## src/csr_bank_regs.vh

```
// Purpose: Constants for the system register bank and data formatting
// Assumes: Included by csr_bank.v and csr_data_fmt.v
// Notes: Register numbers are 5-bit system register indices
`ifndef CSR_BANK_REGS_VH
`define CSR_BANK_REGS_VH

`define CSR_NUM_W 5
`define CSR_DATA_W 32
`define CSR_CODE_W 16

// System register numbers
`define CSR_NUM_EXC_PC 5'h00
`define CSR_NUM_EXC_PSW 5'h01
`define CSR_NUM_FAT_PC 5'h02
`define CSR_NUM_FAT_PSW 5'h03
`define CSR_NUM_CAUSE 5'h04
`define CSR_NUM_PSW 5'h05
`define CSR_NUM_PID 5'h06
`define CSR_NUM_FTC 5'h07
`define CSR_NUM_ICC 5'h18
`define CSR_NUM_TRAP 5'h19

// Cause register field layout
`define CSR_CAUSE_FAT_HI 31
`define CSR_CAUSE_FAT_LO 16
`define CSR_CAUSE_EXC_HI 15
`define CSR_CAUSE_EXC_LO 0

// Reset values and PC alignment mask
`define CSR_RST_WORD 32'h0000_0000
`define CSR_RST_CODE 16'h0000
`define CSR_PC_ALIGN_MASK 32'hffff_fffe

// Access sizes
`define CSR_SZ_BYTE 2'h0
`define CSR_SZ_HALF 2'h1
`define CSR_SZ_WORD 2'h2

// Byte enables and lane layout
`define CSR_BE_NONE 4'h0
`define CSR_BE_B0 4'h1
`define CSR_BE_H0 4'h3
`define CSR_BE_ALL 4'hf
`define CSR_BYTE_W 8
`define CSR_HALF_W 16

`endif

```

## src/csr_bank.v

```verilog
// Purpose: System register bank of a 32-bit core with its data formatter
// Assumes: All inputs synchronous to core_clk; events are one-cycle pulses
// Notes: Hardware saves win over an instruction write in the same cycle
//
// Overview of operation
// - System registers are reached only by the register load and store instructions, selected by number.
// - Taking an exception or maskable interrupt saves PC and status word into the exception save pair.
// - A non-maskable interrupt or duplexed exception saves PC and status word into the fatal save pair.
// - Every cause is recorded, fatal codes in the upper half and exception codes in the lower half.
// - Register 5 holds the program status word of processor and result flags.
// - Register 6 is read-only and returns the processor type identification.
// - Register 7 holds the task control word that governs floating-point operation.
// - Register 24 holds the control word of the instruction cache.
// - A match of the trap register with the PC redirects to a fixed handler address.
// - Data is little-endian, byte A in bits 7 to 0 and byte A + 3 in bits 31 to 24.
// - Signed integers of 8, 16 and 32 bits are two's complement with the top bit as sign.
// - Unsigned integers use every bit as magnitude.
// - Bit 0 of every saved or restored PC is held at zero.
`timescale 1ns/10ps
`include "csr_bank_regs.vh"

module csr_bank #(
  parameter DATA_W = 32,
  // Arbitrary value, stands in for the real type number
  parameter [31:0] PROC_ID = 32'h0000_1234,
  parameter [31:0] TRAP_HANDLER = 32'h0000_0100,
  parameter [31:0] PSW_RESET = 32'h0000_0000
) (
  input wire core_clk,
  input wire reset_n,
  input wire sys_reg_load,
  input wire sys_reg_store,
  input wire [4:0] sys_reg_num,
  input wire [31:0] sys_reg_wdata,
  input wire exc_take,
  input wire [15:0] exc_code,
  input wire fatal_take,
  input wire [15:0] fatal_code,
  input wire [31:0] cur_pc,
  input wire pc_valid,
  input wire psw_update,
  input wire [31:0] psw_next,
  input wire mem_fmt_req,
  input wire [31:0] mem_addr,
  input wire [1:0] mem_size,
  input wire mem_signed,
  input wire [31:0] mem_rword,
  input wire [31:0] mem_wdatum,
  output reg [31:0] sys_reg_rdata_q,
  output reg sys_reg_rvalid_q,
  output reg [31:0] exception_saved_pc_q,
  output reg [31:0] exception_saved_status_q,
  output reg [31:0] fatal_saved_pc_q,
  output reg [31:0] fatal_saved_status_q,
  output reg [31:0] program_status_word_q,
  output reg [31:0] float_task_control_q,
  output reg [31:0] icache_control_q,
  output reg trap_hit_q,
  output reg [31:0] trap_target_q,
  output reg [31:0] mem_ld_value_q,
  output reg [31:0] mem_st_lanes_q,
  output reg [3:0] mem_st_be_q,
  output reg [31:0] mem_addr_q,
  output reg mem_misaligned_q,
  output reg mem_fmt_valid_q
);

  reg [15:0] fatal_cause_code_q;
  reg [15:0] interrupt_cause_code_q;
  reg [31:0] pc_trap_address_q;
  reg [31:0] rdata_d;
  reg wr_exc_pc;
  reg wr_exc_psw;
  reg wr_fat_pc;
  reg wr_fat_psw;
  reg wr_psw;
  reg wr_ftc;
  reg wr_icc;
  reg wr_trap;
  reg trap_armed_q;
  reg [31:0] exc_pc_d;
  reg [31:0] exc_psw_d;
  reg [31:0] fat_pc_d;
  reg [31:0] fat_psw_d;
  reg [15:0] fat_code_d;
  reg [15:0] exc_code_d;
  reg [31:0] psw_d;
  wire [31:0] pc_even;
  wire [31:0] wdata_even;
  wire trap_match;
  wire [31:0] fmt_ld_value;
  wire [31:0] fmt_st_lanes;
  wire [3:0] fmt_st_be;
  wire fmt_misaligned;

  assign pc_even = cur_pc & `CSR_PC_ALIGN_MASK;
  assign wdata_even = sys_reg_wdata & `CSR_PC_ALIGN_MASK;

  // Write decode; numbers with no register and read-only ones fall through
  always @* begin
    wr_exc_pc = 1'b0;
    wr_exc_psw = 1'b0;
    wr_fat_pc = 1'b0;
    wr_fat_psw = 1'b0;
    wr_psw = 1'b0;
    wr_ftc = 1'b0;
    wr_icc = 1'b0;
    wr_trap = 1'b0;
    if (!sys_reg_load) begin
      wr_exc_pc = 1'b0;
    end else if (sys_reg_num == `CSR_NUM_EXC_PC) begin
      wr_exc_pc = 1'b1;
    end else if (sys_reg_num == `CSR_NUM_EXC_PSW) begin
      wr_exc_psw = 1'b1;
    end else if (sys_reg_num == `CSR_NUM_FAT_PC) begin
      wr_fat_pc = 1'b1;
    end else if (sys_reg_num == `CSR_NUM_FAT_PSW) begin
      wr_fat_psw = 1'b1;
    end else if (sys_reg_num == `CSR_NUM_PSW) begin
      wr_psw = 1'b1;
    end else if (sys_reg_num == `CSR_NUM_FTC) begin
      wr_ftc = 1'b1;
    end else if (sys_reg_num == `CSR_NUM_ICC) begin
      wr_icc = 1'b1;
    end else if (sys_reg_num == `CSR_NUM_TRAP) begin
      wr_trap = 1'b1;
    end else begin
      wr_exc_pc = 1'b0;
    end
  end

  // Read decode
  always @* begin
    if (sys_reg_num == `CSR_NUM_EXC_PC) begin
      rdata_d = exception_saved_pc_q;
    end else if (sys_reg_num == `CSR_NUM_EXC_PSW) begin
      rdata_d = exception_saved_status_q;
    end else if (sys_reg_num == `CSR_NUM_FAT_PC) begin
      rdata_d = fatal_saved_pc_q;
    end else if (sys_reg_num == `CSR_NUM_FAT_PSW) begin
      rdata_d = fatal_saved_status_q;
    end else if (sys_reg_num == `CSR_NUM_CAUSE) begin
      rdata_d = {fatal_cause_code_q, interrupt_cause_code_q};
    end else if (sys_reg_num == `CSR_NUM_PSW) begin
      rdata_d = program_status_word_q;
    end else if (sys_reg_num == `CSR_NUM_PID) begin
      rdata_d = PROC_ID;
    end else if (sys_reg_num == `CSR_NUM_FTC) begin
      rdata_d = float_task_control_q;
    end else if (sys_reg_num == `CSR_NUM_ICC) begin
      rdata_d = icache_control_q;
    end else if (sys_reg_num == `CSR_NUM_TRAP) begin
      rdata_d = pc_trap_address_q;
    end else begin
      rdata_d = `CSR_RST_WORD;
    end
  end

  always @(posedge core_clk or negedge reset_n) begin
    if (!reset_n) begin
      sys_reg_rdata_q <= `CSR_RST_WORD;
      sys_reg_rvalid_q <= 1'b0;
    end else begin
      sys_reg_rvalid_q <= sys_reg_store;
      if (sys_reg_store) begin
        sys_reg_rdata_q <= rdata_d;
      end
    end
  end

  // Exception save pair; one pair only, a later event overwrites it
  always @* begin
    exc_pc_d = exception_saved_pc_q;
    exc_psw_d = exception_saved_status_q;
    if (exc_take) begin
      exc_pc_d = pc_even;
      exc_psw_d = program_status_word_q;
    end else begin
      if (wr_exc_pc) begin
        exc_pc_d = wdata_even;
      end
      if (wr_exc_psw) begin
        exc_psw_d = sys_reg_wdata;
      end
    end
  end

  // Fatal save pair
  always @* begin
    fat_pc_d = fatal_saved_pc_q;
    fat_psw_d = fatal_saved_status_q;
    if (fatal_take) begin
      fat_pc_d = pc_even;
      fat_psw_d = program_status_word_q;
    end else begin
      if (wr_fat_pc) begin
        fat_pc_d = wdata_even;
      end
      if (wr_fat_psw) begin
        fat_psw_d = sys_reg_wdata;
      end
    end
  end

  // Both pairs take the status word as held before the event edge
  always @(posedge core_clk or negedge reset_n) begin
    if (!reset_n) begin
      exception_saved_pc_q <= `CSR_RST_WORD;
      exception_saved_status_q <= `CSR_RST_WORD;
      fatal_saved_pc_q <= `CSR_RST_WORD;
      fatal_saved_status_q <= `CSR_RST_WORD;
    end else begin
      exception_saved_pc_q <= exc_pc_d;
      exception_saved_status_q <= exc_psw_d;
      fatal_saved_pc_q <= fat_pc_d;
      fatal_saved_status_q <= fat_psw_d;
    end
  end

  // Cause register halves update independently, so a fatal event
  // does not erase the code of the exception it interrupted
  always @* begin
    fat_code_d = fatal_cause_code_q;
    exc_code_d = interrupt_cause_code_q;
    if (fatal_take) begin
      fat_code_d = fatal_code;
    end
    if (exc_take) begin
      exc_code_d = exc_code;
    end
  end

  always @(posedge core_clk or negedge reset_n) begin
    if (!reset_n) begin
      fatal_cause_code_q <= `CSR_RST_CODE;
      interrupt_cause_code_q <= `CSR_RST_CODE;
    end else begin
      fatal_cause_code_q <= fat_code_d;
      interrupt_cause_code_q <= exc_code_d;
    end
  end

  // Core flag updates win over an instruction write in the same cycle
  always @* begin
    psw_d = program_status_word_q;
    if (psw_update) begin
      psw_d = psw_next;
    end else if (wr_psw) begin
      psw_d = sys_reg_wdata;
    end
  end

  always @(posedge core_clk or negedge reset_n) begin
    if (!reset_n) begin
      program_status_word_q <= PSW_RESET;
    end else begin
      program_status_word_q <= psw_d;
    end
  end

  always @(posedge core_clk or negedge reset_n) begin
    if (!reset_n) begin
      float_task_control_q <= `CSR_RST_WORD;
      icache_control_q <= `CSR_RST_WORD;
      pc_trap_address_q <= `CSR_RST_WORD;
    end else begin
      if (wr_ftc) begin
        float_task_control_q <= sys_reg_wdata;
      end
      if (wr_icc) begin
        icache_control_q <= sys_reg_wdata;
      end
      if (wr_trap) begin
        pc_trap_address_q <= wdata_even;
      end
    end
  end

  // Trap compare; fires once per arrival so the handler is not
  // retriggered while the same PC is still presented
  assign trap_match = pc_valid && (pc_even == pc_trap_address_q);

  always @(posedge core_clk or negedge reset_n) begin
    if (!reset_n) begin
      trap_hit_q <= 1'b0;
      trap_armed_q <= 1'b1;
      trap_target_q <= `CSR_RST_WORD;
    end else begin
      trap_hit_q <= trap_match && trap_armed_q;
      trap_target_q <= TRAP_HANDLER;
      if (wr_trap) begin
        trap_armed_q <= 1'b1;
      end else if (pc_valid) begin
        trap_armed_q <= !trap_match;
      end
    end
  end

  // Memory data formatting for loads and stores
  csr_data_fmt #(
    .DATA_W(DATA_W)
  ) u_fmt (
    .addr_lo(mem_addr[1:0]),
    .size(mem_size),
    .sign_ext(mem_signed),
    .ld_word(mem_rword),
    .st_datum(mem_wdatum),
    .ld_value(fmt_ld_value),
    .st_lanes(fmt_st_lanes),
    .st_be(fmt_st_be),
    .misaligned(fmt_misaligned)
  );

  // Misaligned low bits are forced to zero instead of faulting
  always @(posedge core_clk or negedge reset_n) begin
    if (!reset_n) begin
      mem_ld_value_q <= `CSR_RST_WORD;
      mem_st_lanes_q <= `CSR_RST_WORD;
      mem_st_be_q <= `CSR_BE_NONE;
      mem_addr_q <= `CSR_RST_WORD;
      mem_misaligned_q <= 1'b0;
      mem_fmt_valid_q <= 1'b0;
    end else begin
      mem_fmt_valid_q <= mem_fmt_req;
      if (mem_fmt_req) begin
        mem_ld_value_q <= fmt_ld_value;
        mem_st_lanes_q <= fmt_st_lanes;
        mem_st_be_q <= fmt_st_be;
        mem_misaligned_q <= fmt_misaligned;
        if (mem_size == `CSR_SZ_BYTE) begin
          mem_addr_q <= mem_addr;
        end else if (mem_size == `CSR_SZ_HALF) begin
          mem_addr_q <= {mem_addr[31:1], 1'b0};
        end else begin
          mem_addr_q <= {mem_addr[31:2], 2'b00};
        end
      end
    end
  end

endmodule

```

## src/csr_data_fmt.v

```verilog
// Purpose: Little-endian lane placement and integer extension for data
// Assumes: Combinational; caller registers the outputs
// Notes: Misaligned addresses are masked down, and flagged
`timescale 1ns/10ps
`include "csr_bank_regs.vh"

module csr_data_fmt #(
  parameter DATA_W = 32
) (
  input wire [1:0] addr_lo,
  input wire [1:0] size,
  input wire sign_ext,
  input wire [DATA_W-1:0] ld_word,
  input wire [DATA_W-1:0] st_datum,
  output reg [DATA_W-1:0] ld_value,
  output reg [DATA_W-1:0] st_lanes,
  output reg [3:0] st_be,
  output reg misaligned
);

  reg [1:0] eff_lo;
  reg [7:0] byte_v;
  reg [15:0] half_v;

  always @* begin
    eff_lo = addr_lo;
    misaligned = 1'b0;
    ld_value = `CSR_RST_WORD;
    st_lanes = `CSR_RST_WORD;
    st_be = `CSR_BE_NONE;
    byte_v = ld_word[8*addr_lo +: `CSR_BYTE_W];
    half_v = 16'h0000;
    case (size)
      `CSR_SZ_BYTE: begin
        // Signed uses the top bit as sign, unsigned as value
        ld_value = {{24{sign_ext & byte_v[7]}}, byte_v};
        st_lanes = {4{st_datum[7:0]}};
        st_be = `CSR_BE_B0 << addr_lo;
      end
      `CSR_SZ_HALF: begin
        misaligned = addr_lo[0];
        eff_lo = {addr_lo[1], 1'b0};
        half_v = ld_word[8*eff_lo +: `CSR_HALF_W];
        ld_value = {{16{sign_ext & half_v[15]}}, half_v};
        st_lanes = {2{st_datum[15:0]}};
        st_be = `CSR_BE_H0 << eff_lo;
      end
      default: begin
        misaligned = |addr_lo;
        ld_value = ld_word;
        st_lanes = st_datum;
        st_be = `CSR_BE_ALL;
      end
    endcase
  end

endmodule

```

## config.mk

```make
export PLATFORM = sky130hd
export DESIGN_NAME = csr_bank
export DESIGN_NICKNAME = d
export VERILOG_FILES = /design/src/csr_bank.v /design/src/csr_data_fmt.v
export VERILOG_INCLUDE_DIRS = /design/src
export SDC_FILE = /design/constraint.sdc
export NUM_CORES = 1
export LEC_CHECK = 0
export ABC_AREA = 1
export BUFFER_PORTS_ARGS = -buffer_cell sky130_fd_sc_hd__buf_2
export CAP_MARGIN = 20
export CORE_AREA = 2 2 244 246
export CTS_CLUSTER_SIZE = 40
export DETAILED_ROUTE_END_ITERATION = 6
export DIE_AREA = 0 0 246 248
export HOLD_SLACK_MARGIN = 0.02
export PLACE_DENSITY = 0.57
export RECOVER_POWER = 25
export SLEW_MARGIN = 20
export SYNTH_ARGS = -nofsm -noshare
export SYNTH_HDL_FRONTEND = slang
export SYNTH_SLANG_ARGS = --single-unit
```

## constraint.sdc

```tcl
create_clock -name core_clk -period 1.8 [get_ports core_clk]
set_input_delay 0.09 -clock core_clk [delete_from_list [all_inputs] [get_ports core_clk]]
set_output_delay 0.09 -clock core_clk [all_outputs]
set_load 0.02 [all_outputs]
```

==> flow_summary.yaml, run 1 <==
pwr:
  power.share.combinational_pct: 22.9
  p_sw_share_pct: 33.8
  p_total_mw: 28.4
  seq_power_share_pct: 41.3
  p_switching_mw: 9.61
  p_per_area_mw_per_mm2: 982
  power_leakage_nw: 14.6
  power.internal_mw: 18.8
  ir_drop_mv: 0.896
  pwr-share-clk_pct: 35.8
die:
  coreArea_mm2: 0.0585
  die_x_um: 246
  fp.dieH_um: 248
  row_count: 89
  ios: 633
  start_util_pct: 34.6
  die-area_mm2: 0.0610
logic_synthesis:
  async_flop_share_pct: 100
  synth_area_mm2: 0.0202
  yosys.area_share.simple_pct: 25.7
  synth_top_family_by_area: "simple AND/OR/NAND/NOR gates"
  synth_cell_type_count: 40
  synth_cells: 2571
  synth-compound-area-share_pct: 14.4
  yosysMostFrequentCell: "nand2_1"
  yosysTopAreaCell: "dfrtp_1"
  synth_top_cells_by_count: "826 x nand2_1, 422 x dfrtp_1, 238 x o21ai_0"
  yosys.area_share.xor_xnor_pct: 0.303
  synth_warnings: 0
  netlist.area_leader.share_pct: 52.2
  synthFlopType: "dfrtp_1"
  synth_seq_cells: 423
  synth.area.top_cells: "dfrtp_1 52%, nand2_1 15%, o21ai_0 5.9%"
  synth_edf_count: 0
  synthAdderAreaFrac_pct: 0
  ys_seq_area_share_pct: 52.4
  muxShareOfSynthArea_pct: 0
  postSynthAreaPerCell_um2: 7.86
final_layout:
  nets: 3704
  utilization_pct: 49.5
  drive_above_1_share_pct: 23.7
  syn_to_final_growth_pct: 43.3
  nFillCells: 5713
global_route:
  met1_usage_pct: 46.3
  grt_start_max_net_pins: 111
  use_met2_pct: 45.7
  grt_pass1_wl_mm: 143
  grt_pass1_vias: 21200
  use_met3_pct: 7.74
  antenna_found_initial: 4
  grt-ovfl-total: 0
  busiest_layer: "met1"
  grt_usage_pct: 32.2
worst_setup_path:
  critical_path_arrival_ns: 2.21
  slowest_delay_ns: 0.58
  criticalPathCategory: "in -> reg"
  cp.required_ns: 2.27
  crit_path_start_kind: "input port"
  critPathTopFamily: "buffers and inverters"
  cp-end-kind: "flip-flop"
  crit_chain: "dlygate4sd3_1 -> buf_2 -> nand3_1 -> nand4_1 -> nand3_1 -> buf_12 -> o2111ai_1 -> dlygate4sd3_1 -> o21ai_0 -> inv_1"
  cp_slowest_cell: "dlygate4sd3_1"
  cp_max_fo: 24
  cp.buffers_inverters: 5
clock_network:
  root_buffer: "clkbuf_16"
  htree_levels: 2
  clk_latency_ns: 0.61
  cts_tree: "built"
  clk_path_buf_depth: 3
  cts_sinks: 423
  clkTransAtPathRegs_ns: 0.06
  cts_buffers: 50
placed_design:
  gp_congestion: 0.964
  place_ws_ns: -0.0778
  io_buffer_count: 598
  hpwl_mm: 75.8
routing:
  wl_mm: 101
  viasPerCell: 5.25
  drc: 0
  wire_per_inst_um: 23.5
  drtIter0Drc: 2504
  ant_nets: 0
  via_count: 22500
  dr.pass1.iters: 6
status:
  status: "complete, no violations"
hold_path:
  hp-class: "in -> reg"
job:
  drv_cap: 0
timing:
  hold_viol: 0
  grt_setup_unrepaired: "no"
  max_slew.worst_pin.slew_ns: 1.48
  fin_crit_ns: 1.74
  relSlewSlack_pct: 1.07
  whs_ns: 0.0486
  fin_ws_ns: 0.0628
  slew_viol_final: 0
  setup_viol: 0
  fin_crit_sh_pct: 96.5
  final.setup_skew_ns: 0.0447
  finalSetupTns_ns: 0
  timing.fmax_ghz: 0.576
-- through the flow --
step           instances  area (um^2)
6_report            4274        29000
2_1_floorplan       2603        20300
3_5_place_dp        3890        24400
5_1_grt             4274        29000
3_3_place_gp        3890        24400
4_1_cts             4272        29000
-- cell usage in the layout, fill, tap and decap left out, types with 11 or more instances in the layout --
cell and instances:
conb_1 34, nand4_1 44, clkbuf_8 13, a31oi_1 16, dlygate4sd3_1 292, nor2_1 170
a21oi_1 224, dfrtp_1 422, inv_1 118, buf_2 595, nand2_1 823, buf_4 73
clkbuf_1 14, nand3_1 181, buf_12 22, or2_2 11, inv_2 13, clkbuf_16 50
o21ai_1 54, o21ai_0 239
-- worst reg2reg max path, delay by kind of cell, from the launching register on --
kind | cells | cell delay [ns]
simple gates | 6 | 0.78
compound gates | 1 | 0.08
flops | 1 | 0.42
xor+xnor | 1 | 0.28
-- final cells by class --
class	instances	area (um^2)	share of cell area, %
Clock inverter	13	134	0.462
Tap cell	773	967	3.34
Inverter	136	510	1.76
Multi-Input combinational cell	1861	8340	28.8
Clock buffer	76	1480	5.11
Timing Repair Buffer	991	6950	24.0
Antenna cell	1	2.50	0.00864
Sequential cell	423	10600	36.6
-- path summary, 6_finish.rpt --
check                                 startpoint                  end  slack, ns  cells after the start
max reg2reg                pc_trap_address_q[25]         trap_armed_q       0.14                      8
max in group asynchronous                reset_n         trap_armed_q       0.22                      3
min reg2reg                        mem_addr_q[9]        mem_addr_q[9]       0.46                      2
min                               mem_wdatum[25]   mem_st_lanes_q[25]       0.05                      6
max                                mem_rword[23]   mem_ld_value_q[12]       0.06                     10
min in group asynchronous                reset_n  sys_reg_rdata_q[13]       0.42                      2
-- power groups by stage --
stage	logic [mW]	clock network (mW)	registers [mW]
3_3_place_gp	5.80	0	11.8
3_5_place_dp	5.85	0	11.8
5_1_grt	6.99	10.7	11.9
6_report	6.51	10.2	11.7
2_1_floorplan	1.87	0	12.7
4_1_cts	6.45	10.3	11.7
-- routing by layer --
layer  share of wire (%)  vias up
met5               0.011        -
met2                  42     1284
met4                 4.7        2
met3                 9.4      243
met1                  44    10800
li1                    -    10200
-- logic make-up after synthesis --
family,after synthesis
other,2
DFF,423
xor gates and xnor gates,7
buffers and inverters,319
AOI/OAI and AO/OA,560
and+or+nand+nor,1260
-- state kept, by name, indices dropped and copies added (netlist names), 4 cells and up --
signal / flops
exception_saved_pc_q: 31
exception_saved_status_q: 32
fatal_cause_code_q: 16
fatal_saved_pc_q: 31
fatal_saved_status_q: 32
float_task_control_q: 32
icache_control_q: 32
interrupt_cause_code_q: 16
mem_addr_q: 32
mem_ld_value_q: 32
mem_st_be_q: 4
mem_st_lanes_q: 32
pc_trap_address_q: 31
program_status_word_q: 32
sys_reg_rdata_q: 32
-- repair_timing --
| action | CTS | global route |
|---|---|---|
| hold buffers | 293 | 0 |
| pin swaps | 0 | 1 |
| setup buffers | 0 | 2 |
| endpoints found under the hold margin | 753 | 0 |
| gates cloned | 0 | 0 |
| setup endpoints to repair | 2 | 6 |
| resized for setup | 1 | 6 |
(Power assumes the default switching activity.)
==> inputs of run 2 (changes only) <==
- REMOVE_ABC_BUFFERS: unset -> 1
==> flow_summary.yaml, run 2 (same netlist as run 1, synthesis figures left out) <==
routing:
  viasPerCell: 5.22
  dr_wl_met3_mm: 8.27
  dr.pass1.iters: 6
  routed.top_layer: "met5"
  wire_per_inst_um: 21.9
  ant_nets: 0
  wl_mm: 93.5
  met1_length_mm: 38.2
  drtIter0Drc: 1864
  drc: 0
  wl_met2_mm: 43.0
  via_count: 22300
timing:
  slew_viol_final: 0
  final.setup_skew_ns: 0.0271
  setup_viol: 0
  finalSetupTns_ns: 0
  fin_crit_sh_pct: 96.2
  fin_crit_ns: 1.73
  hold_viol: 0
  timing.fmax_ghz: 0.577
  max_slew.worst_pin.slew_ns: 1.05
  relSlewSlack_pct: 29.7
global_route:
  grt_start_max_net_pins: 75
  grt_pass1_wl_mm: 135
  antenna_found_initial: 5
  grt_usage_pct: 29.6
  grt-ovfl-total: 0
  grt_pass1_vias: 21400
clock_network:
  clkTransAtPathRegs_ns: 0.06
  cts_tree: "built"
  cts_buffers: 51
  root_buffer: "clkbuf_16"
  cts_sinks: 423
  clk_latency_ns: 0.61
  htree_levels: 2
  clk_path_buf_depth: 3
status:
  status: "complete, no violations"
worst_setup_path:
  r2r_slack_ns: 0.14
  path_common_cell: "dlygate4sd3_1"
  cp-end-kind: "flip-flop"
  worstReg2RegEnd: "trap_armed_q"
  r2r_cells: 9
  cp.required_ns: 2.27
  cp_max_fo: 8
  criticalPathCategory: "in -> reg"
  cp.buffers_inverters: 5
  cp_slowest_cell: "dlygate4sd3_1"
  critical_path_arrival_ns: 2.20
  crit_path_start_kind: "input port"
  crit_chain: "dlygate4sd3_1 -> buf_2 -> nor2_4 -> clkinv_1 -> nor2_1 -> inv_1 -> nand3_1 -> a31oi_1 -> dlygate4sd3_1"
  slowest_delay_ns: 0.57
  critPathTopFamily: "buffers and inverters"
  r2r-start: "pc_trap_address_q[4]"
pwr:
  p_per_area_mw_per_mm2: 970
  ir_drop_mv: 0.650
  power_leakage_nw: 14.7
final_layout:
  drive_above_1_share_pct: 23.3
  mostFrequentLayoutCell: "nand2_1"
  syn_to_final_growth_pct: 43.7
  utilization_pct: 49.7
  fin_area_mm2: 0.0291
  final_cells: 4271
  nets: 3700
  nFillCells: 5744
  layout_common_cells: "824 x nand2_1, 594 x buf_2, 422 x dfrtp_1"
die:
  coreArea_mm2: 0.0585
  ios: 633
  die_x_um: 246
  fp.dieH_um: 248
  die-area_mm2: 0.0610
  start_util_pct: 34.6
  row_count: 89
placed_design:
  post_dp_cell_area_mm2: 0.0246
  io_buffer_count: 598
  placed_cells: 3884
  gp_congestion: 0.925
  hpwl_mm: 64.5
job:
  drv_cap: 0
hold_path:
  hp-class: "in -> async"
run 2: changes by cell type in the layout (fill, tap and decap cells not counted), sizes merged:
cell | before | now
buf | 692 | 682
clkbuf | 83 | 89
diode | 1 | 4
dlygate4sd3 | 292 | 289
bufinv | 2 | 4
clkinv | 15 | 13
inv | 132 | 133
run 2: worst max path at each step:
stage | startpoint | to | cells after the start
2_1_floorplan | sys_reg_num[4] | float_task_control_q[0] | 5
3_3_place_gp | pc_trap_address_q[4] | trap_armed_q | 9
3_5_place_dp | sys_reg_num[4] | program_status_word_q[15] | 9
4_1_cts | mem_size[0] | mem_ld_value_q[7] | 7
5_1_grt | mem_size[0] | mem_ld_value_q[1] | 9
6_report | mem_size[0] | mem_ld_value_q[1] | 9
run 2: layout make-up:
type	count	area (um^2)	share of cell area [%]
Tap cell	773	967	3.33
Sequential cell	423	10600	36.4
Inverter	136	510	1.76
Timing Repair Buffer	986	7010	24.1
Clock inverter	14	185	0.637
Antenna cell	4	10.0	0.0344
Clock buffer	74	1450	5.00
Multi-Input combinational cell	1861	8340	28.7
run 2: what timing repair did:
action                                  4_1_cts  5_1_grt
gates resized for setup                       0        7
setup buffers                                 0        5
hold endpoints to repair                    790        1
hold buffers                                288        1
endpoints found under the setup margin        0       16
run 2: where the power goes:
| group | internal, mW | leakage (nW) | switching, mW |
|---|---|---|---|
| clock network | 6.13 | 0.808 | 4.19 |
| logic | 2.22 | 8.58 | 4.02 |
| registers | 10.7 | 5.26 | 0.984 |
| total | 19.0 | 14.7 | 9.19 |
run 2: per-stage QoR:
step | hold WS, ns | worst slack [ns] | total power [mW]
floorplan | -0.206 | -1.09 | 14.4
global placement | 0.0639 | 0.170 | 17.3
detailed placement | 0.0665 | 0.133 | 17.4
CTS | 0.0213 | 0.00185 | 28.4
global route | 0.0269 | -0.0183 | 29.4
finish | 0.00368 | 0.0683 | 28.2
run 2: per-layer routing:
| metal | GRT usage [%] | up-vias |
|---|---|---|
| met3 | 5.38 | 238 |
| met1 | 39.5 | 10700 |
| li1 | - | 10200 |
| met5 | 0 | - |
| met4 | 12.4 | 2 |
| met2 | 47.4 | 1171 |
run 2: worst reg2reg max path: cells and delay by family, from the launching register on:
kind | cells | cell delay [ns]
AOI/OAI and AO/OA | 1 | 0.07
and+or+nand+nor | 7 | 0.98
DFF | 1 | 0.40
buffers and inverters | 1 | 0.15
